## src/rtl/ubf_pkg.sv

```systemverilog
// constants, register map and types for the dual serial baud and frame block
// How it works
// - transmitter loads characters only while tx enable (control b bit 3) is one or a drain is pending
// - clearing tx enable finishes shift register and buffered character first
// - nine-bit bit (bit 2) selects nine data bits, else eight
// - ninth received bit lands in read-only control b bit 1
// - control b bit 0 is sent as ninth data bit
// - normal speed: baud is clock over sixteen times divider plus one
// - each channel has a 12-bit divider, values 0 to 4095
// - low eight divider bits sit in a per-channel register
// - double speed: baud is clock over eight times divider plus one
// - double speed: idle low sample counts as start edge, sample 1
// - start checked at samples 4,5,6 in double speed, 8,9,10 in normal speed; two highs reject as noise
// - data bits sampled at 4,5,6 in double speed, 8,9,10 in normal speed, majority taken
// - each bit shifts in as soon as its majority is decided
// - double speed makes each bit 8 sample ticks instead of 16
package ubf_pkg;
  localparam int DIV_W = 12;
  localparam int NCH = 2;
  // register byte addresses
  localparam logic [7:0] ADDR_HIGH_NIB = 8'h00;
  localparam logic [7:0] ADDR_LOW_CH0 = 8'h04;
  localparam logic [7:0] ADDR_LOW_CH1 = 8'h08;
  localparam logic [7:0] ADDR_CTRL_A0 = 8'h0C;
  localparam logic [7:0] ADDR_CTRL_B0 = 8'h10;
  localparam logic [7:0] ADDR_DATA0 = 8'h14;
  localparam logic [7:0] ADDR_CTRL_A1 = 8'h18;
  localparam logic [7:0] ADDR_CTRL_B1 = 8'h1C;
  localparam logic [7:0] ADDR_DATA1 = 8'h20;
  localparam logic [7:0] CH_STRIDE = 8'h0C;
  // control b fields
  localparam int CB_TXEN = 3;
  localparam int CB_NINE = 2;
  localparam int CB_RX8 = 1;
  localparam int CB_TX8 = 0;
  // control a fields
  localparam int CA_DBL = 1;
  localparam int CA_BUSY = 2;
  localparam int CA_RXFULL = 7;
  localparam int CA_TXEMPTY = 5;
  localparam logic [1:0] RESP_OKAY = 2'b00;
  localparam logic [1:0] RESP_SLVERR = 2'b10;
  // last sample tick index of a bit, vote ticks and stop bit index
  localparam logic [3:0] TICKS_NORM = 4'hF;
  localparam logic [3:0] TICKS_DBL = 4'h7;
  localparam logic [3:0] S_MID1 = 4'h7;
  localparam logic [3:0] S_MID2 = 4'h8;
  localparam logic [3:0] S_MID3 = 4'h9;
  localparam logic [3:0] D_MID1 = 4'h3;
  localparam logic [3:0] D_MID2 = 4'h4;
  localparam logic [3:0] D_MID3 = 4'h5;
  localparam logic [3:0] BITS_8 = 4'h9;
  localparam logic [3:0] BITS_9 = 4'hA;

  typedef enum logic [1:0] {RX_IDLE = 2'b00, RX_START = 2'b01, RX_DATA = 2'b11} ubf_rx_st_t;

  typedef struct packed {
    logic tx_enable;
    logic nine_bit;
    logic tx_ninth;
    logic double_speed;
  } ubf_cfg_t;

  typedef struct packed {
    logic [8:0] rx_data;
    logic rx_valid;
    logic rx_frame_err;
    logic tx_busy;
    logic tx_take;
  } ubf_stat_t;
endpackage : ubf_pkg

```

## src/rtl/ubf_baud_gen.sv

```systemverilog
// per-channel 12-bit down-counter that makes the sample tick
`timescale 1ns/1ps
module ubf_baud_gen import ubf_pkg::*; #(
  parameter int W = DIV_W
) (
  // clock and reset
  input wire logic core_clk,
  input wire logic rst_b,
  // divider and tick
  input wire logic [W-1:0] divider,
  output logic tick
);
  logic [W-1:0] cnt_q;
  wire logic zero = (cnt_q == '0);
  always_ff @(posedge core_clk or negedge rst_b) begin
    if (!rst_b) begin
      cnt_q <= '0;
      tick <= 1'b0;
    end else begin
      cnt_q <= zero ? divider : cnt_q - 1'b1;
      tick <= zero;
    end
  end
endmodule : ubf_baud_gen

```

## src/rtl/ubf_channel.sv

```systemverilog
// one serial channel: transmitter with buffer and majority-voting receiver
`timescale 1ns/1ps
module ubf_channel import ubf_pkg::*; (
  // clock and reset
  input wire logic core_clk,
  input wire logic rst_b,
  // control
  input wire logic tick,
  input wire ubf_cfg_t cfg,
  input wire logic wr_data,
  input wire logic [7:0] wdata,
  input wire logic rd_data,
  // line
  input wire logic rx_line,
  output logic tx_line,
  // state
  output ubf_stat_t stat
);
  // receive line synchroniser, change counts when stages 2 and 3 agree
  logic [2:0] sync_q;
  logic rx_q;
  always_ff @(posedge core_clk or negedge rst_b) begin
    if (!rst_b) begin
      sync_q <= 3'b111;
      rx_q <= 1'b1;
    end else begin
      sync_q <= {sync_q[1:0], rx_line};
      if (sync_q[2] == sync_q[1]) rx_q <= sync_q[2];
    end
  end

  wire logic [3:0] last_tick = cfg.double_speed ? TICKS_DBL : TICKS_NORM;
  wire logic [3:0] nbits = cfg.nine_bit ? BITS_9 : BITS_8;

  // transmitter: buffer plus shift register
  logic [8:0] buf_q;
  logic buf_full_q;
  logic [10:0] sh_q;
  logic [3:0] tbit_q;
  logic [3:0] ttick_q;
  logic tbusy_q;
  // stays set after tx enable drops until shift register and buffer are both empty
  logic drain_q;
  // loads wait for a tick so the start bit is exactly one bit time long
  wire logic load = tick && !tbusy_q && buf_full_q && (cfg.tx_enable || drain_q);
  always_ff @(posedge core_clk or negedge rst_b) begin
    if (!rst_b) begin
      buf_q <= '0;
      buf_full_q <= 1'b0;
      sh_q <= '1;
      tbit_q <= '0;
      ttick_q <= '0;
      tbusy_q <= 1'b0;
      drain_q <= 1'b0;
    end else begin
      drain_q <= cfg.tx_enable || (drain_q && (tbusy_q || buf_full_q));
      if (wr_data) begin
        buf_q <= {cfg.tx_ninth, wdata};
        buf_full_q <= 1'b1;
      end else if (load) begin
        buf_full_q <= 1'b0;
      end
      if (load) begin
        // ninth bit position doubles as stop in eight-bit mode
        sh_q <= cfg.nine_bit ? {1'b1, buf_q, 1'b0} : {2'b11, buf_q[7:0], 1'b0};
        tbusy_q <= 1'b1;
        tbit_q <= '0;
        ttick_q <= '0;
      end else if (tbusy_q && tick) begin
        // a started character always completes even after tx enable drops
        if (ttick_q == last_tick) begin
          ttick_q <= '0;
          sh_q <= {1'b1, sh_q[10:1]};
          if (tbit_q == nbits) tbusy_q <= 1'b0;
          tbit_q <= tbit_q + 1'b1;
        end else begin
          ttick_q <= ttick_q + 1'b1;
        end
      end
    end
  end

  // receiver
  ubf_rx_st_t st_q;
  logic [3:0] rtick_q;
  logic [3:0] rbit_q;
  logic [2:0] vote_q;
  logic [9:0] rsh_q;
  logic [8:0] rdat_q;
  logic rvalid_q;
  logic ferr_q;
  wire logic [3:0] m1 = cfg.double_speed ? D_MID1 : S_MID1;
  wire logic [3:0] m2 = cfg.double_speed ? D_MID2 : S_MID2;
  wire logic [3:0] m3 = cfg.double_speed ? D_MID3 : S_MID3;
  // majority of the two earlier votes and the current sample
  wire logic maj = (vote_q[1] & vote_q[0]) | (vote_q[1] & rx_q) | (vote_q[0] & rx_q);
  wire logic at_m3 = tick && (rtick_q == m3);
  wire logic bit_end = tick && (rtick_q == last_tick);
  wire logic last_bit = (rbit_q == nbits);
  always_ff @(posedge core_clk or negedge rst_b) begin
    if (!rst_b) begin
      st_q <= RX_IDLE;
      rtick_q <= '0;
      rbit_q <= '0;
      vote_q <= '0;
      rsh_q <= '0;
      rdat_q <= '0;
      rvalid_q <= 1'b0;
      ferr_q <= 1'b0;
    end else begin
      if (tick && (rtick_q == m1 || rtick_q == m2)) vote_q <= {vote_q[1:0], rx_q};
      case (st_q)
        RX_IDLE: begin
          rtick_q <= 4'h1;
          if (tick && !rx_q) st_q <= RX_START;
        end
        RX_START: begin
          if (tick) rtick_q <= (rtick_q == last_tick) ? 4'h0 : rtick_q + 1'b1;
          if (at_m3 && maj) st_q <= RX_IDLE;
          else if (bit_end) begin
            st_q <= RX_DATA;
            rbit_q <= 4'h1;
          end
        end
        RX_DATA: begin
          if (tick) rtick_q <= (rtick_q == last_tick) ? 4'h0 : rtick_q + 1'b1;
          if (at_m3) begin
            rsh_q <= {maj, rsh_q[9:1]};
            if (last_bit) begin
              st_q <= RX_IDLE;
              rdat_q <= cfg.nine_bit ? rsh_q[9:1] : {1'b0, rsh_q[9:2]};
              ferr_q <= !maj;
            end
          end
          if (bit_end) rbit_q <= rbit_q + 1'b1;
        end
        default: st_q <= RX_IDLE;
      endcase
      // set wins over the read that clears
      if (st_q == RX_DATA && at_m3 && last_bit) rvalid_q <= 1'b1;
      else if (rd_data) rvalid_q <= 1'b0;
    end
  end

  assign tx_line = sh_q[0];
  assign stat = '{rx_data: rdat_q, rx_valid: rvalid_q, rx_frame_err: ferr_q,
                  tx_busy: tbusy_q, tx_take: !buf_full_q};
endmodule : ubf_channel

```

## src/rtl/ubf_top.sv

```systemverilog
// dual serial channel with shared baud divider nibbles, AXI4-Lite registers
//
// Local design decisions: the address map and the AXI4-Lite slave port.
`timescale 1ns/1ps
module ubf_top import ubf_pkg::*; (
  // clock and reset
  input wire logic core_clk,
  input wire logic rst_b,
  // axi4-lite write
  input wire logic [7:0] s_axi_awaddr,
  input wire logic s_axi_awvalid,
  output logic s_axi_awready,
  input wire logic [31:0] s_axi_wdata,
  input wire logic [3:0] s_axi_wstrb,
  input wire logic s_axi_wvalid,
  output logic s_axi_wready,
  output logic [1:0] s_axi_bresp,
  output logic s_axi_bvalid,
  input wire logic s_axi_bready,
  // axi4-lite read
  input wire logic [7:0] s_axi_araddr,
  input wire logic s_axi_arvalid,
  output logic s_axi_arready,
  output logic [31:0] s_axi_rdata,
  output logic [1:0] s_axi_rresp,
  output logic s_axi_rvalid,
  input wire logic s_axi_rready,
  // serial lines
  input wire logic [NCH-1:0] receive_line,
  output logic [NCH-1:0] transmit_line
);
  logic [7:0] baud_divider_high_nibbles_q;
  logic [7:0] low_q [NCH];
  logic [3:0] cb_q [NCH];
  logic [NCH-1:0] dbl_q;
  logic [7:0] awaddr_q;
  logic aw_have_q;
  logic [31:0] wdata_q;
  logic w_have_q;
  logic [NCH-1:0] tx_q;
  ubf_stat_t stat [NCH];
  logic [NCH-1:0] wr_data;
  logic [NCH-1:0] rd_data;

  wire logic do_wr = aw_have_q && w_have_q && !s_axi_bvalid;
  wire logic do_rd = s_axi_arvalid && s_axi_arready;
  wire logic wb0 = s_axi_wstrb[0];

  genvar g;
  generate
    for (g = 0; g < NCH; g++) begin : g_ch
      wire logic [7:0] base = 8'(int'(CH_STRIDE) * g);
      wire logic [3:0] nib = baud_divider_high_nibbles_q[4*g +: 4];
      wire logic [DIV_W-1:0] div = {nib, low_q[g]};
      logic tick;
      ubf_cfg_t cfg;
      assign cfg = '{tx_enable: cb_q[g][CB_TXEN], nine_bit: cb_q[g][CB_NINE],
                     tx_ninth: cb_q[g][CB_TX8], double_speed: dbl_q[g]};
      assign wr_data[g] = do_wr && (awaddr_q == ADDR_DATA0 + base);
      assign rd_data[g] = do_rd && (s_axi_araddr == ADDR_DATA0 + base);
      ubf_baud_gen #(.W(DIV_W)) u_baud (
        .core_clk(core_clk),
        .rst_b(rst_b),
        .divider(div),
        .tick(tick)
      );
      ubf_channel u_ch (
        .core_clk(core_clk),
        .rst_b(rst_b),
        .tick(tick),
        .cfg(cfg),
        .wr_data(wr_data[g]),
        .wdata(wdata_q[7:0]),
        .rd_data(rd_data[g]),
        .rx_line(receive_line[g]),
        .tx_line(tx_q[g]),
        .stat(stat[g])
      );
      always_ff @(posedge core_clk or negedge rst_b) begin
        if (!rst_b) begin
          low_q[g] <= '0;
          cb_q[g] <= '0;
          dbl_q[g] <= 1'b0;
        end else if (do_wr && wb0) begin
          if (awaddr_q == (g == 0 ? ADDR_LOW_CH0 : ADDR_LOW_CH1)) low_q[g] <= wdata_q[7:0];
          if (awaddr_q == ADDR_CTRL_B0 + base) begin
            cb_q[g][CB_TXEN] <= wdata_q[CB_TXEN];
            cb_q[g][CB_NINE] <= wdata_q[CB_NINE];
            cb_q[g][CB_TX8] <= wdata_q[CB_TX8];
          end
          if (awaddr_q == ADDR_CTRL_A0 + base) dbl_q[g] <= wdata_q[CA_DBL];
        end
      end
    end
  endgenerate

  // read mux
  logic [31:0] rd_mux;
  logic rd_hit;
  always_comb begin
    rd_mux = 32'h0;
    rd_hit = 1'b1;
    case (s_axi_araddr)
      ADDR_HIGH_NIB: rd_mux[7:0] = baud_divider_high_nibbles_q;
      ADDR_LOW_CH0: rd_mux[7:0] = low_q[0];
      ADDR_LOW_CH1: rd_mux[7:0] = low_q[1];
      ADDR_CTRL_A0: rd_mux[7:0] = {stat[0].rx_valid, 1'b0, stat[0].tx_take,
                                   stat[0].rx_frame_err, 1'b0, stat[0].tx_busy, dbl_q[0], 1'b0};
      ADDR_CTRL_A1: rd_mux[7:0] = {stat[1].rx_valid, 1'b0, stat[1].tx_take,
                                   stat[1].rx_frame_err, 1'b0, stat[1].tx_busy, dbl_q[1], 1'b0};
      ADDR_CTRL_B0: rd_mux[3:0] = {cb_q[0][CB_TXEN], cb_q[0][CB_NINE], stat[0].rx_data[8],
                                   cb_q[0][CB_TX8]};
      ADDR_CTRL_B1: rd_mux[3:0] = {cb_q[1][CB_TXEN], cb_q[1][CB_NINE], stat[1].rx_data[8],
                                   cb_q[1][CB_TX8]};
      ADDR_DATA0: rd_mux[7:0] = stat[0].rx_data[7:0];
      ADDR_DATA1: rd_mux[7:0] = stat[1].rx_data[7:0];
      default: rd_hit = 1'b0;
    endcase
  end
  wire logic wr_hit = (awaddr_q <= ADDR_DATA1) && (awaddr_q[1:0] == 2'b00);

  always_ff @(posedge core_clk or negedge rst_b) begin
    if (!rst_b) begin
      baud_divider_high_nibbles_q <= '0;
      awaddr_q <= '0;
      aw_have_q <= 1'b0;
      wdata_q <= '0;
      w_have_q <= 1'b0;
      s_axi_bvalid <= 1'b0;
      s_axi_bresp <= RESP_OKAY;
      s_axi_rvalid <= 1'b0;
      s_axi_rdata <= '0;
      s_axi_rresp <= RESP_OKAY;
      transmit_line <= '1;
      s_axi_awready <= 1'b1;
      s_axi_wready <= 1'b1;
      s_axi_arready <= 1'b1;
    end else begin
      transmit_line <= tx_q;
      // readies drop once a request is captured and return with its response handshake
      if (s_axi_awvalid && s_axi_awready) s_axi_awready <= 1'b0;
      else if (s_axi_bvalid && s_axi_bready) s_axi_awready <= 1'b1;
      if (s_axi_wvalid && s_axi_wready) s_axi_wready <= 1'b0;
      else if (s_axi_bvalid && s_axi_bready) s_axi_wready <= 1'b1;
      if (do_rd) s_axi_arready <= 1'b0;
      else if (s_axi_rvalid && s_axi_rready) s_axi_arready <= 1'b1;
      if (s_axi_awvalid && s_axi_awready) begin
        awaddr_q <= s_axi_awaddr;
        aw_have_q <= 1'b1;
      end
      if (s_axi_wvalid && s_axi_wready) begin
        wdata_q <= s_axi_wdata;
        w_have_q <= 1'b1;
      end
      if (do_wr) begin
        aw_have_q <= 1'b0;
        w_have_q <= 1'b0;
        s_axi_bvalid <= 1'b1;
        s_axi_bresp <= wr_hit ? RESP_OKAY : RESP_SLVERR;
        if (awaddr_q == ADDR_HIGH_NIB && wb0) baud_divider_high_nibbles_q <= wdata_q[7:0];
      end else if (s_axi_bvalid && s_axi_bready) begin
        s_axi_bvalid <= 1'b0;
      end
      if (do_rd) begin
        s_axi_rvalid <= 1'b1;
        s_axi_rdata <= rd_mux;
        s_axi_rresp <= rd_hit ? RESP_OKAY : RESP_SLVERR;
      end else if (s_axi_rvalid && s_axi_rready) begin
        s_axi_rvalid <= 1'b0;
      end
    end
  end

endmodule : ubf_top
```

## config.mk

```make
export PLATFORM = sky130hd
export DESIGN_NAME = ubf_top
export DESIGN_NICKNAME = d
export VERILOG_FILES = /design/src/rtl/ubf_pkg.sv /design/src/rtl/ubf_baud_gen.sv /design/src/rtl/ubf_channel.sv /design/src/rtl/ubf_top.sv
export SDC_FILE = /design/constraint.sdc
export NUM_CORES = 1
export LEC_CHECK = 0
export BUFFER_PORTS_ARGS = -buffer_cell sky130_fd_sc_hd__buf_2
export CELL_PAD_IN_SITES_DETAIL_PLACEMENT = 1
export CELL_PAD_IN_SITES_GLOBAL_PLACEMENT = 1
export CORE_ASPECT_RATIO = 1.5
export CORE_MARGIN = 2
export CORE_UTILIZATION = 52
export CTS_CLUSTER_DIAMETER = 40
export CTS_CLUSTER_SIZE = 40
export DETAILED_ROUTE_END_ITERATION = 8
export PLACE_DENSITY_LB_ADDON = 0.2
export SLEW_MARGIN = 10
export SYNTH_ARGS = -nofsm -noshare
export SYNTH_HDL_FRONTEND = slang
export SYNTH_HIERARCHICAL = 1
export SYNTH_SLANG_ARGS = --single-unit
```

## constraint.sdc

```tcl
create_clock -name core_clk -period 4.9 [get_ports core_clk]
set_input_delay 0.245 -clock core_clk [delete_from_list [all_inputs] [get_ports core_clk]]
set_output_delay 0.245 -clock core_clk [all_outputs]
set_load 0.05 [all_outputs]
```

# Word-level counts from Yosys, hierarchy flattened
# Index checks and enable logic that the tools add are counted.
# totals
regBits	231
inputBits	61
output_inout_bits	43
# op_classes
bitwise_logic	10
add_sub_neg	10
eq_ne	52
muxes	94
order_cmp	1
n_reduce_logical	106
# op_table
cell	count
two-way mux 4 bit	28
two-way mux 11 bit	6
== test 8 x 5 -> 1 bit, second input constant	8
== test 4 bit	14
nonzero test 2 bit	20
logical AND 1 bit	38
case mux 4 bit (9 select lines)	1
adder 4 x 1 -> 4 bit, second input constant	8
== test 8 x 4 -> 1 bit, second input constant	4
case mux 4 bit (2 select lines)	4
two-way mux 1 bit	30
two-way mux 2 bit	14
case mux 4 bit (7 select lines)	1
AND reduction 2 bit	13
zero test 12 bit	2
two-way mux 12 bit	2
inequality test 2 x 1 -> 1 bit, second input constant	12
subtractor 12 x 1 -> 12 bit, second input constant	2
two-way mux 10 bit	2
two-way mux 9 bit	2
== test 8 x 3 -> 1 bit, second input constant	2
== test 8 x 6 -> 1 bit, second input constant	2
zero test 8 bit	2
AND reduction 4 bit	4
other kinds (16)	52

# Longest topological paths before layout
# Gate-level depths: netlist (run 1).
# logic_depth
depth_word	6
depth_mapped	8

# By module
# The synthesis (run 1) kept the hierarchy.
# modules_own_cells
module	area_per_inst_um2	cells_per_inst	instances
ubf_top	3487.1	294	1
ubf_channel (g_ch[0].u_ch)	3158.0	267	1
ubf_channel (g_ch[1].u_ch)	3111.7	270	1
ubf_baud_gen	706.9	73	2

# Worst setup path after synthesis (run 1)
# Ideal clock, no wire load.
# synth_timing
kind	flip-flop to flip-flop
startpoint	register s_axi_bvalid
endpoint	register g_ch[0].u_ch.buf_q[1]
n_path_buf	1
path_slack_ns	2.720
t_arrival_ns	2.056
synth_period_minus_slack_ns	2.180
path_stages_with_launch	6
required_ns	4.775
path_cell_list	dfrtp_1 nand3b_1 nor2_1 and4_1 clkbuf_1 mux2_2
# synth_between
elab_chain_cells	3
# synth_rtl
element	line_no	rtl
start: declaration	ubf_top.sv:18	output logic s_axi_bvalid,
start signal: assignment	ubf_top.sv:129	s_axi_bvalid <= 1'b0;
start signal: assignment	ubf_top.sv:158	s_axi_bvalid <= 1'b1;
start signal: assignment	ubf_top.sv:162	s_axi_bvalid <= 1'b0;
zero test 1 bit	ubf_top.sv:45	wire logic do_wr = aw_have_q && w_have_q && !s_axi_bvalid;
logical AND 1 bit	ubf_top.sv:45	
logical AND 1 bit	ubf_top.sv:59	assign wr_data[g] = do_wr && (awaddr_q == ADDR_DATA0 + base);
via wr_data[0]	ubf_top.sv:42	logic [NCH-1:0] wr_data;
end signal: assignment	ubf_channel.sv:58	buf_q <= {cfg.tx_ninth, wdata};
end: declaration	ubf_channel.sv:36	logic [8:0] buf_q;
# The timed path passes the listed nets, and every way through them passes these cells.
# A chain may end at the register's enable or synchronous reset.

# Worst setup path in the final report (run 1)
# layout_timing
startpoint	register awaddr_q[1]
endpoint	register g_ch[1].u_ch.buf_q[0]
# layout_between
elab_chain_cells	2
# layout_rtl
element	line_no	rtl
start: declaration	ubf_top.sv:36	logic [7:0] awaddr_q;
start signal: assignment	ubf_top.sv:148	awaddr_q <= s_axi_awaddr;
== test 8 x 6 -> 1 bit	ubf_top.sv:59	
logical AND 1 bit	ubf_top.sv:59	
via wr_data[1]	ubf_top.sv:42	
end signal: assignment	ubf_channel.sv:58	
end: declaration	ubf_channel.sv:36	
# The timed path passes the listed nets, and every way through them passes these cells.

==> PnR_summary.wiki, run 1 <==
{| class="wikitable"
! Metric !! Value
|-
| Cts repair resizes || 0
|-
| Number of flip-flops and latches in the synthesized netlist || 225
|-
| Cell leakage power || 5.81 nW
|-
| Overall global routing resource usage || 26.4%
|-
| Vias in the first global route || between 8000 and 9000
|-
| Number of instances in the placed design || around 1200
|-
| Critical Path End Type || flop
|-
| Accumulated negative setup slack || 0 ns
|-
| Clk_lat worst skew || ~0.54 ns
|-
| Final standard cell count with taps included and fillers excluded || about 1300
|-
| Post-route antenna net violation count || 0
|-
| Hold path startpoint || s_axi_araddr[1]
|-
| Count of clock tree sinks || about 230
|-
| Wire length after detailed routing || 28900 um
|-
| Detailed-route via count || 7921
|-
| Die Y-Extent || 184 um
|-
| Post-layout utilization of the core || 60.5%
|-
| Wirelength per Cell || between 20 and 25 um
|-
| Number of buffers on the longest clock path || 3
|-
| Type of element launching the critical path || flop
|-
| CORE AREA || about 0.021 mm^2
|-
| Remaining Overflow, GRT || 0
|-
| VDD IR max || 0.244 mV
|-
| Starting Density || 53.0%
|-
| Final worst-path cycle share || 51.4%
|-
| Vias per cell || ~6
|-
| Final worst clock skew || 0.0115 ns
|-
| Wire length of the first global-routing pass || 47000 um
|-
| H-tree levels || 1
|-
| Remaining max-slew budget at the tightest pin || between 10% and 20%
|-
| CTS root buffer || sky130_fd_sc_hd__clkbuf_16
|-
| Async set-reset flop share out of synthesis || 100%
|-
| I/O Pins || 104
|-
| HPWL reported at the end of detailed placement || 17900 um
|-
| Reg-to-reg critical path startpoint || awaddr_q[1]
|-
| Number of synthesized flops with an enable pin || 0
|-
| Worst-margin pin slew || 1.19 ns
|-
| Initial antenna violation count || 1
|-
| Syn-to-layout area delta || 14.0%
|-
| Remaining DRCs || 0
|-
| TritonCTS clock tree || done
|-
| Worst min-delay path category || in2reg
|-
| Seq/Total Area, Yosys || 50.8%
|-
| First-pass DRT Iterations || 4
|-
| Unrepaired setup endpoints after global routing || false
|-
| Clock transition at the registers of the reported paths || about 0.060 ns
|-
| Register-to-Register Path Depth || 3
|-
| Max Fclk || between 300 and 400 MHz
|-
| Period minus WS final || about 2.5 ns
|-
| Synthesized instance count || approximately 980
|-
| Number of failing hold endpoints at the final stage || 0
|-
| Weighted congestion reported at the end of routability-driven placement || 0.841
|-
| Final setup violation count || 0
|-
| Die Outline Area || 0.0227 mm^2
|-
| Register-to-register setup slack || ~2.4 ns
|-
| Number of max-slew violations in the final report || 0
|-
| X dimension of the die || 124 um
|-
| Arrival time at the worst endpoint || 2.94 ns
|-
| Worst Hold Path EP || s_axi_rdata[0]
|-
| Number of antenna diodes || 0
|-
| Type of the worst setup path || reg2reg
|-
| Number of CTS-inserted buffers || 29
|-
| Maximum fanout encountered on the critical timing path || 10
|-
| Warning count from the yosys run || 6
|-
| Layout cell share with drive strength beyond 1 || a little over a quarter
|-
| Placement Rows || 65
|-
| Worst flop-to-flop path endpoint || g_ch[1].u_ch/buf_q[0]
|-
| Initial detailed-routing violation count || ~320
|-
| CP required || ~5.3 ns
|-
| Count of input and output buffers || 50
|-
| Maximum number of pins on one net before global-route repair || 139
|-
| Ratio of total power to cell area || 446 mW/mm^2
|-
| Result of the run || finished, final reports clean
|-
| Hold WS || 0.158 ns
|-
| Syn_area_per_cell || 11.4 um^2
|-
| Post-synthesis instance area || 0.0112 mm^2
|-
| Prevailing post-synth register cell || sky130_fd_sc_hd__dfrtp_1
|-
| Net count, final || 1114
|-
| Count of distinct cell types in the synthesized netlist || 77
|-
| Cell count of the worst hold path || 4
|-
| # Max-Cap Violations || 0
|}
## Yosys cell counts, drive strengths merged, types with 15 or more instances
master	n	share of area, %
mux2	116	12
a21oi	62	2.8
o21ai	43	1.9
inv	27	0.91
ha	16	1.8
nand3	27	1.2
nand2	47	1.6
clkbuf	28	0.94
dfrtp	192	43
mux2i	26	2.3
nor2	52	1.7
xnor2	19	1.5
dfstp	33	7.8
nor3	15	0.67
buf	52	3.3
## cells by family after synthesis
logic type | share of synthesized area [%]
flip-flops | 50.8
multiplexers | 14.7
AND/OR/NAND/NOR | 13.0
adder cells (fa/ha/maj) | 2.15
other | 0.0336
AO/OA/AOI/OAI | 11.9
XOR/XNOR | 2.34
buffers and inverters | 5.11
## worst max path at each step
stage / start / to / slack (ns) / cells after the start
2_1_floorplan: s_axi_bvalid / g_ch[0].u_ch/buf_q[1] / 2.72 / 5
3_3_place_gp: dbl_q[0] / g_ch[0].u_ch/rdat_q[1] / 2.49 / 4
3_5_place_dp: g_ch[0].u_baud/tick / g_ch[0].u_ch/rdat_q[2] / 2.45 / 4
4_1_cts: dbl_q[0] / g_ch[0].u_ch/rdat_q[2] / 2.40 / 4
5_1_grt: g_ch[1].u_baud/cnt_q[0] / g_ch[1].u_baud/cnt_q[7] / 2.20 / 6
6_report: awaddr_q[1] / g_ch[1].u_ch/buf_q[0] / 2.38 / 3
## metal layers
metal / vias up / GRT usage [%] / wire, um
li1: 3631 / - / -
met1: 4074 / 30.4 / 11100
met2: 132 / 47.7 / 15600
met3: 82 / 3.78 / 869
met4: 2 / 12.0 / 1350
met5: - / 0 / 13
## worst max-delay path, cell delays in order, from the launching register on
cell and delay, ns:
sky130_fd_sc_hd__dfrtp_1 0.38, sky130_fd_sc_hd__or4_4 0.59, sky130_fd_sc_hd__nor4_2 0.98, sky130_fd_sc_hd__mux2_2 0.44
## repair_timing
action	4_1_cts	5_1_grt
buffers inserted	0	0
endpoints found under the hold margin	149	0
hold buffers	27	0
endpoints found under the setup margin	0	0
## placed cells by master, fill, tap and decap left out, drive strengths merged, types with 5 or more instances in the layout
cell and n:
dfrtp 192, mux2 116, a21oi 62, buf 57, nor2 52, nand2 47
o21ai 43, inv 36, dfstp 33, clkbuf 32, nand3 27, dlygate4sd3 27
mux2i 26, conb 26, xnor2 19, ha 16, nor3 15, nand4 13
nor2b 12, a31oi 12, a22o 11, nor4 11, and3 10, xor2 10
o22ai 9, nor3b 9, and3b 8, o211ai 8, a2bb2oi 8, nand3b 8
nand2b 6, or3 5, o21a 5, o31ai 5, or4 5, clkinv 5
## cell type report
type | count | area (um^2)
Clock inverter | 20 | 254
Fill cell | 2173 | 8330
Timing Repair Buffer | 84 | 583
Clock buffer | 32 | 757
Sequential cell | 225 | 5670
Inverter | 27 | 101
Multi-Input combinational cell | 670 | 5030
Tap cell | 268 | 335
## flip-flops by register name, summed over array words and instances, names as in the netlist, 16 cells and up
signal / count
g_ch.div: 16
g_ch.u_baud/cnt_q: 24
g_ch.u_ch/buf_q: 18
g_ch.u_ch/rdat_q: 18
g_ch.u_ch/rsh_q: 18
g_ch.u_ch/sh_q: 20
## metrics by stage
stage | instance area [um^2] | setup WS (ns) | total power [mW]
floorplan | 11300 | 2.72 | 3.09
detailed placement | 11500 | 2.45 | 3.39
global placement | 11500 | 2.49 | 3.34
global route | 12700 | 2.20 | 5.91
finish | 12700 | 2.38 | 5.68
CTS | 12700 | 2.40 | 5.70
## report_power, final
group | switching (mW) | internal, mW | leakage [nW]
clock | 0.888 | 1.35 | 0.495
sequential | 0.394 | 2.12 | 2.89
combinational | 0.538 | 0.391 | 2.42
No activity file was read; power rests on OpenSTA's default activity.
==> run 2: changes to the inputs <==
- CORE_UTILIZATION: 52 -> 43
- clock period: 4.9 -> 2.2 ns (I/O delays scaled with it)
==> run 2 against run 1 <==
Clock skew decreased by 0.0021 ns. Highest routed layer unchanged. Routed wire length fell by 1.3%. Critical endpoint is now g_ch[0].u_ch/rdat_q[2]. Sequential share of layout area shrank 1.3 points. Largest cell class unchanged. Final cell count increased by 7.9%. Register-to-register slack got worse by 2.3 ns. Sequential power rose by 120%.
==> PnR_summary.wiki, run 2 (synthesis results as in run 1) <==
{| class="wikitable"
! Metric !! Value
|-
| Final setup violation count || 0 (unchanged)
|-
| H-tree levels || 1 (unchanged)
|-
| Unrepaired setup endpoints after global routing || false (unchanged)
|-
| # Max-Cap Violations || 0 (unchanged)
|-
| Arrival time at the worst endpoint || 2.52 ns (was 2.94 ns)
|-
| Accumulated negative setup slack || 0 ns (unchanged)
|-
| Wirelength per Cell || 19.9 um (was 21.8 um)
|-
| Count of clock tree sinks || 225 (unchanged)
|-
| Cell leakage power || 5.98 nW (was 5.81 nW)
|-
| TritonCTS clock tree || done (unchanged)
|-
| Final worst clock skew || 0.00944 ns (was 0.0115 ns)
|-
| Reg area || 0.00567 mm^2 (unchanged)
|-
| Placement Rows || 72 (was 65)
|-
| Slowest cell on the critical path || sky130_fd_sc_hd__or4b_4 (was sky130_fd_sc_hd__nor4_2)
|-
| Initial detailed-routing violation count || 293 (was 316)
|-
| CORE AREA || 0.0257 mm^2 (was 0.0211 mm^2)
|-
| Remaining Overflow, GRT || 0 (unchanged)
|-
| Die Y-Extent || 201 um (was 184 um)
|-
| FILL cells || 2743 (was 2173)
|-
| CTS root buffer || sky130_fd_sc_hd__clkbuf_16 (unchanged)
|-
| Vias in the first global route || 8504 (was 8660)
|-
| Wire length of the first global-routing pass || 46400 um (was 47000 um)
|-
| Final standard cell count with taps included and fillers excluded || 1431 (was 1326)
|-
| Number of max-slew violations in the final report || 0 (unchanged)
|-
| Number of buffers on the longest clock path || 3 (unchanged)
|-
| Layout cell share with drive strength beyond 1 || 28.5% (was 26.4%)
|-
| Most used cells in the layout excluding fill and tap cells || sky130_fd_sc_hd__dfrtp_1 (192), sky130_fd_sc_hd__mux2_2 (108), sky130_fd_sc_hd__a21oi_1 (61) (unchanged)
|-
| Maximum number of pins on one net before global-route repair || 66 (was 139)
|-
| Post-layout instance area || 0.0131 mm^2 (was 0.0127 mm^2)
|-
| Post-route antenna net violation count || 0 (unchanged)
|-
| Ratio of total power to cell area || 953 mW/mm^2 (was 446 mW/mm^2)
|-
| Overall global routing resource usage || 21.4% (was 26.4%)
|-
| Remaining DRCs || 0 (unchanged)
|-
| CP required || 2.63 ns (was 5.32 ns)
|-
| Clock transition at the registers of the reported paths || 0.06 ns (about the same)
|-
| Max Fclk || 479 MHz (was 397 MHz)
|-
| Detailed-route via count || 7853 (was 7921)
|-
| Largest registers || g_ch.u_baud/cnt_q: 24 flops, g_ch.u_ch/sh_q: 20 flops (unchanged)
|-
| Remaining max-slew budget at the tightest pin || 53.7% (was 20.0%)
|-
| Clk_lat worst skew || 0.55 ns (was 0.54 ns)
|-
| Type of element launching the critical path || flop (unchanged)
|-
| Worst-margin pin slew || 0.690 ns (was 1.19 ns)
|-
| VDD IR max || 0.652 mV (was 0.244 mV)
|-
| Number of CTS-inserted buffers || 31 (was 29)
|-
| Wire length after detailed routing || 28500 um (was 28900 um)
|-
| Die Outline Area || 0.0273 mm^2 (was 0.0227 mm^2)
|-
| Initial antenna violation count || 4 (was 1)
|-
| Type of the worst setup path || reg2reg (unchanged)
|-
| Register name with the most flops || g_ch.u_baud/cnt_q (unchanged)
|-
| Worst min-delay path category || in2reg (unchanged)
|-
| Number of flip-flops in the largest register || 24 (unchanged)
|-
| Multi-input logic area || 0.00503 mm^2 (unchanged)
|-
| Syn-to-layout area delta || 17.5% (was 14.0%)
|-
| HPWL reported at the end of detailed placement || 19600 um (was 17900 um)
|-
| Largest stage delay on the critical path || 0.60 ns (was 0.98 ns)
|-
| Crit-path cells || inv_1 -> ha_1 -> and4_1 -> o21a_1 -> or4b_4 -> mux2_4 (was or4_4 -> nor4_2 -> mux2_2)
|-
| Number of instances in the placed design || 1344 (was 1247)
|-
| X dimension of the die || 136 um (was 124 um)
|-
| Result of the run || finished, final reports clean (unchanged)
|-
| Critical Path End Type || flop (unchanged)
|-
| Number of failing hold endpoints at the final stage || 0 (unchanged)
|-
| Period minus WS final || 2.09 ns (was 2.52 ns)
|-
| Cts repair resizes || 0 (unchanged)
|-
| Final worst-path cycle share || 94.9% (was 51.4%)
|-
| Count of input and output buffers || 50 (unchanged)
|-
| Commonest non-fill, non-tap cell in the layout || sky130_fd_sc_hd__dfrtp_1 (unchanged)
|-
| Maximum fanout encountered on the critical timing path || 11 (was 10)
|-
| Vias per cell || 5.49 (was 5.97)
|-
| I/O Pins || 104 (unchanged)
|-
| Starting Density || 43.5% (was 53.0%)
|-
| First-pass DRT Iterations || 4 (unchanged)
|-
| Net count, final || 1148 (was 1114)
|-
| Instance area at placement || 0.0118 mm^2 (was 0.0115 mm^2)
|-
| Weighted congestion reported at the end of routability-driven placement || 0.827 (was 0.841)
|}
-- run 2: cell count changes in the layout (fill, tap and decap cells not counted), sizes merged --
cell      delta
diode        +2
clkinvlp     +1
inv          -1
clkbuf       +9
buf         +32
bufinv       -3
-- run 2: area by class of cell --
cell class / instances / area share [%]
antenna: 2 / 0.0381
clock buffer: 41 / 6.50
clock inverter: 17 / 1.24
inverter: 27 / 0.772
multi-input combinational: 670 / 38.3
sequential: 225 / 43.2
tap: 333 / 3.17
timing repair buffer: 116 / 6.75
-- run 2: path summary, 6_finish.rpt --
path / from / endpoint / slack (ns) / cells after the start
worst min-delay path: s_axi_araddr[6] / s_axi_rdata[0] / 0.07 / 4
worst min register to register: g_ch[1].u_ch/sync_q[0] / g_ch[1].u_ch/sync_q[1] / 0.36 / 0
worst max-delay path: g_ch[0].u_ch/rtick_q[1] / g_ch[0].u_ch/rdat_q[2] / 0.11 / 6
max in group asynchronous: rst_b / s_axi_wready / 1.33 / 3
worst max register to register: g_ch[0].u_ch/rtick_q[1] / g_ch[0].u_ch/rdat_q[2] / 0.11 / 6
min in group asynchronous: rst_b / g_ch[0].u_ch/rsh_q[8] / 0.10 / 2
-- run 2: timing repair --
item | CTS | global route
hold buffers | 27 | 0
buffers inserted | 0 | 0
hold endpoints to repair | 190 | 0
-- run 2: worst max-delay path, delay by kind of cell, from the launching register on --
| family | cells | cell delay [ns] |
|---|---|---|
| simple gates | 2 | 0.80 |
| flops | 1 | 0.40 |
| mux | 1 | 0.34 |
| fa+ha+maj | 1 | 0.20 |
| compound gates | 1 | 0.14 |
| buf+inv | 1 | 0.10 |
-- run 2: per-layer routing --
metal / track usage [%] / wire, um / share of wire (%) / up-vias
met5: 0 / 24 / 0.084 / -
met3: 3.70 / 1010 / 3.5 / 56
li1: - / - / - / 3705
met4: 7.11 / 861 / 3.0 / 4
met2: 38.7 / 15300 / 54 / 107
met1: 25.3 / 11300 / 40 / 3981
-- run 2: per-stage QoR --
step	utilization, %	setup WS, ns	hold WS, ns	power [mW]
detailed placement	46.1	0.122	0.0951	7.63
global placement	46.1	0.179	0.0946	7.52
finish	51.1	0.112	0.0681	12.5
floorplan	-	0.0197	-0.186	6.88
CTS	51.1	0.0762	0.0588	12.6
global route	51.1	0.0131	0.117	13.1
-- run 2: report_power, final --
group	internal, mW	switching [mW]
Sequential	4.73	0.818
Clock	2.90	1.96
Combinational	0.917	1.19
Total	8.54	3.97
==> run 3: changes to the inputs <==
- CORE_UTILIZATION: 43 -> 25
- PLACE_DENSITY: unset -> 0.55
- PLACE_DENSITY_LB_ADDON: 0.2 -> unset
- SYNTH_HIERARCHICAL: 1 -> unset
==> run 3 against run 2 <==
Global-route usage shrank 8.6 points. Final area decreased by 0.47%. Utilization shrank 20 points. Synthesized cell count grew 0.10%. Sequential cell count stayed put. Critical path depth fell by 1. Non-clock buffer count fell by 1. First-iteration DRC count is 6.1% lower. Routed wire length decreased by 1.4%. Largest power group unchanged.
==> PnR_summary.wiki, run 3 <==
{| class="wikitable"
! Metric !! Value
|-
| X dimension of the die || 173 um (was 136 um)
|-
| Cells taking the most area after synthesis || sky130_fd_sc_hd__dfrtp_1 (45%), sky130_fd_sc_hd__mux2_2 (9.7%), sky130_fd_sc_hd__dfstp_2 (8.1%) (was sky130_fd_sc_hd__dfrtp_1 (43%), sky130_fd_sc_hd__mux2_2 (11%), sky130_fd_sc_hd__dfstp_2 (7.8%))
|-
| H-tree levels || 1 (unchanged)
|-
| Seq/Total Area, Yosys || 53.0% (was 50.8%)
|-
| Warning count from the yosys run || 0 (was 6)
|-
| Arrival time at the worst endpoint || 2.53 ns (was 2.52 ns)
|-
| Final worst clock skew || 0.0173 ns (was 0.00944 ns)
|-
| Largest stage delay on the critical path || 0.56 ns (was 0.60 ns)
|-
| Fraction of synthesized cell area taken by the top area cell type || 44.9% (was 43.0%)
|-
| Register name with the most flops || g_ch.u_baud.cnt_q (was g_ch.u_baud/cnt_q)
|-
| Count of distinct cell types in the synthesized netlist || 71 (was 77)
|-
| Period minus WS final || 2.10 ns (was 2.09 ns)
|-
| Overall global routing resource usage || 12.8% (was 21.4%)
|-
| VDD IR max || 0.738 mV (was 0.652 mV)
|-
| Unrepaired setup endpoints after global routing || true (was false)
|-
| Clk_lat worst skew || 0.56 ns (was 0.55 ns)
|-
| Die Y-Extent || 257 um (was 201 um)
|-
| Number of synthesized flops with an enable pin || 0 (unchanged)
|-
| First-pass DRT Iterations || 4 (unchanged)
|-
| Syn-to-layout area delta || 22.0% (was 17.5%)
|-
| Adder-cell area share of the yosys netlist || 2.24% (was 2.15%)
|-
| Maximum number of pins on one net before global-route repair || 78 (was 66)
|-
| XOR/XNOR share of the synthesized area || 2.21% (was 2.34%)
|-
| Number of failing hold endpoints at the final stage || 0 (unchanged)
|-
| Layout cell share with drive strength beyond 1 || 25.6% (was 28.5%)
|-
| Remaining max-slew budget at the tightest pin || 53.6% (was 53.7%)
|-
| Placement Rows || 92 (was 72)
|-
| Crit-path cells || or4_1 -> nor2_4 -> nand4b_1 -> nor3_2 -> mux2_2 (was inv_1 -> ha_1 -> and4_1 -> o21a_1 -> or4b_4 -> mux2_4)
|-
| # Max-Cap Violations || 0 (unchanged)
|-
| CTS root buffer || sky130_fd_sc_hd__clkbuf_16 (unchanged)
|-
| Largest registers || g_ch.u_baud.cnt_q: 24 flops, g_ch.u_ch.sh_q: 20 flops (was g_ch.u_baud/cnt_q: 24 flops, g_ch.u_ch/sh_q: 20 flops)
|-
| Vias in the first global route || 8245 (was 8504)
|-
| Number of max-slew violations in the final report || 0 (unchanged)
|-
| Wire length after detailed routing || 28100 um (was 28500 um)
|-
| Number of CTS-inserted buffers || 30 (was 31)
|-
| Slowest cell on the critical path || sky130_fd_sc_hd__or4_1 (was sky130_fd_sc_hd__or4b_4)
|-
| Worst min-delay path category || in2reg (unchanged)
|-
| Remaining Overflow, GRT || 0 (unchanged)
|-
| Remaining DRCs || 0 (unchanged)
|-
| Prevailing post-synth register cell || sky130_fd_sc_hd__dfrtp_1 (unchanged)
|-
| Cell leakage power || 5.71 nW (was 5.98 nW)
|-
| Number of flip-flops in the largest register || 24 (unchanged)
|-
| Post CTS Setup Buffer Count || 0 (unchanged)
|-
| Type of the worst setup path || reg2reg (unchanged)
|-
| Ratio of total power to cell area || 966 mW/mm^2 (was 953 mW/mm^2)
|-
| Commonest non-fill, non-tap cell in the layout || sky130_fd_sc_hd__dfrtp_1 (unchanged)
|-
| Number of buffers on the longest clock path || 3 (unchanged)
|-
| Post-synthesis share of cell area spent on and, or, nand and nor gates || 14.2% (was 13.0%)
|-
| Final worst-path cycle share || 95.6% (was 94.9%)
|-
| CORE AREA || 0.0421 mm^2 (was 0.0257 mm^2)
|-
| Initial antenna violation count || 2 (was 4)
|-
| Die Outline Area || 0.0445 mm^2 (was 0.0273 mm^2)
|-
| Synthesized instance count || 978 (was 977)
|-
| Critical Path End Type || flop (unchanged)
|-
| Starting Density || 25.4% (was 43.5%)
|-
| Maximum fanout encountered on the critical timing path || 5 (was 11)
|-
| Net count, final || 1159 (was 1148)
|-
| Detailed-route via count || 7722 (was 7853)
|-
| Clock transition at the registers of the reported paths || 0.06 ns (about the same)
|-
| Final setup violation count || 0 (unchanged)
|-
| Weighted congestion reported at the end of routability-driven placement || 0.822 (was 0.827)
|-
| Wirelength per Cell || 16.8 um (was 19.9 um)
|-
| Initial detailed-routing violation count || 275 (was 293)
|-
| Design Power || 12.6 mW (was 12.5 mW)
|-
| Worst-margin pin slew || 0.696 ns (was 0.690 ns)
|-
| Type of element launching the critical path || flop (unchanged)
|-
| Worst path top cell family by delay || simple AND/OR/NAND/NOR gates (unchanged)
|-
| Count of input and output buffers || 50 (unchanged)
|-
| I/O Pins || 104 (unchanged)
|-
| HPWL reported at the end of detailed placement || 20600 um (was 19600 um)
|-
| Number of instances in the placed design || 1586 (was 1344)
|-
| Compound-cell area share of the yosys netlist || 11.5% (was 11.9%)
|-
| Async set-reset flop share out of synthesis || 100% (unchanged)
|-
| Hold WS || 0.0449 ns (was 0.0681 ns)
|-
| Most common cell in the netlist || sky130_fd_sc_hd__dfrtp_1 (unchanged)
|-
| Most used cells in the layout excluding fill and tap cells || sky130_fd_sc_hd__dfrtp_1 (192), sky130_fd_sc_hd__nand2_1 (117), sky130_fd_sc_hd__mux2_2 (92) (was sky130_fd_sc_hd__dfrtp_1 (192), sky130_fd_sc_hd__mux2_2 (108), sky130_fd_sc_hd__a21oi_1 (61))
|-
| Cell accounting for the most synthesized area || sky130_fd_sc_hd__dfrtp_1 (unchanged)
|-
| Syn_area_per_cell || 10.9 um^2 (was 11.4 um^2)
|-
| Wire length of the first global-routing pass || 45800 um (was 46400 um)
|-
| Final standard cell count with taps included and fillers excluded || 1670 (was 1431)
|-
| Post-route antenna net violation count || 0 (unchanged)
|-
| Synth cell count leaders || sky130_fd_sc_hd__dfrtp_1 (192), sky130_fd_sc_hd__nand2_1 (117), sky130_fd_sc_hd__mux2_2 (92) (was sky130_fd_sc_hd__dfrtp_1 (192), sky130_fd_sc_hd__mux2_2 (108), sky130_fd_sc_hd__a21oi_1 (61))
|-
| Post-synthesis instance area || 0.0107 mm^2 (was 0.0112 mm^2)
|-
| Instance area at placement || 0.0118 mm^2 (about the same)
|-
| Number of flip-flops and latches in the synthesized netlist || 225 (unchanged)
|-
| CP required || 2.63 ns (about the same)
|-
| Count of clock tree sinks || 225 (unchanged)
|-
| Post-synthesis mux area share || 12.7% (was 14.7%)
|-
| Number of antenna diodes || 0 (was 2)
|-
| CP bufs+invs || 0 (was 1)
|-
| Post-layout instance area || 0.0131 mm^2 (about the same)
|-
| Vias per cell || 4.62 (was 5.49)
|-
| Result of the run || finished, final reports clean (unchanged)
|-
| Combinational family with the most area after synthesis || simple AND/OR/NAND/NOR gates (was multiplexers)
|-
| TritonCTS clock tree || done (unchanged)
|-
| Max Fclk || 475 MHz (was 479 MHz)
|}
-- run 3: changes by cell type after synthesis, sizes merged, moves of 7 or more --
cell	previous run	this run
mux2	116	92
nand4	13	5
nand2	47	120
o211ai	8	0
buf	52	37
a21oi	62	27
a2bb2oi	8	1
o21ai	43	76
-- run 3: kinds of logic (layout without fill, tap and decap cells) --
kind of cell	after synthesis	in the layout
DFF	225	225
buffers and inverters	90	193
AOI/OAI and AO/OA	192	192
muxes	123	123
xor gates and xnor gates	27	27
adders and majority gates	20	20
other	1	26
and+or+nand+nor	300	300
-- run 3: per-layer routing --
layer | wire (um) | track usage (%) | vias to the layer above
met1 | 11300 | 14.5 | 3882
met5 | 11 | 0 | -
li1 | - | - | 3655
met2 | 15000 | 24.3 | 130
met3 | 749 | 1.34 | 53
met4 | 1050 | 4.92 | 2
-- run 3: timing repair --
item,CTS,global route
hold buffers,28,0
resized for setup,0,1
endpoints found under the setup margin,0,7
hold endpoints to repair,102,0
-- run 3: final timing paths --
path | startpoint | to | cells after the start | slack, ns
worst max-delay path | awaddr_q[0] | cb_q[6] | 5 | 0.1
worst min-delay path | s_axi_araddr[7] | g_ch[1].u_ch.rvalid_q | 6 | 0.04
worst max register to register | awaddr_q[0] | cb_q[6] | 5 | 0.1
worst min register to register | g_ch[0].u_ch.sync_q[0] | g_ch[0].u_ch.sync_q[1] | 0 | 0.36
max in group asynchronous | rst_b | g_ch[1].u_ch.sh_q[7] | 3 | 1.30
min in group asynchronous | rst_b | g_ch[0].u_ch.rtick_q[0] | 2 | 0.12
-- run 3: area by class of cell --
class                   count  area, um^2
clock buffers              35         801
clock inverters            21         230
fillers                  4807       29100
inverters                  22        82.6
multi-input cells         688        4700
flip-flops and latches    225        5670
well taps                 564         706
repair buffers            115         881
-- run 3: power breakdown --
part,internal (mW),leakage (nW),switching [mW]
logic,0.923,2.32,1.11
clock network,2.83,0.504,2.09
registers,4.81,2.89,0.866
-- run 3: metrics by stage --
stage / utilization (%) / setup WS (ns) / TNS (ns)
CTS: 31.0 / 0.0349 / 0
floorplan: - / 0.281 / 0
finish: 31.0 / 0.0965 / 0
detailed placement: 27.9 / 0.0533 / 0
global placement: 27.9 / 0.0835 / 0
global route: 31.0 / -0.00827 / -0.0210
-- run 3: worst min-delay path, cell delays in order --
cell                      delay [ns]
sky130_fd_sc_hd__buf_2          0.08
sky130_fd_sc_hd__nor4_1         0.05
sky130_fd_sc_hd__buf_4          0.14
sky130_fd_sc_hd__nand2_1        0.05
sky130_fd_sc_hd__o21ai_0        0.07
sky130_fd_sc_hd__nand2_1        0.06
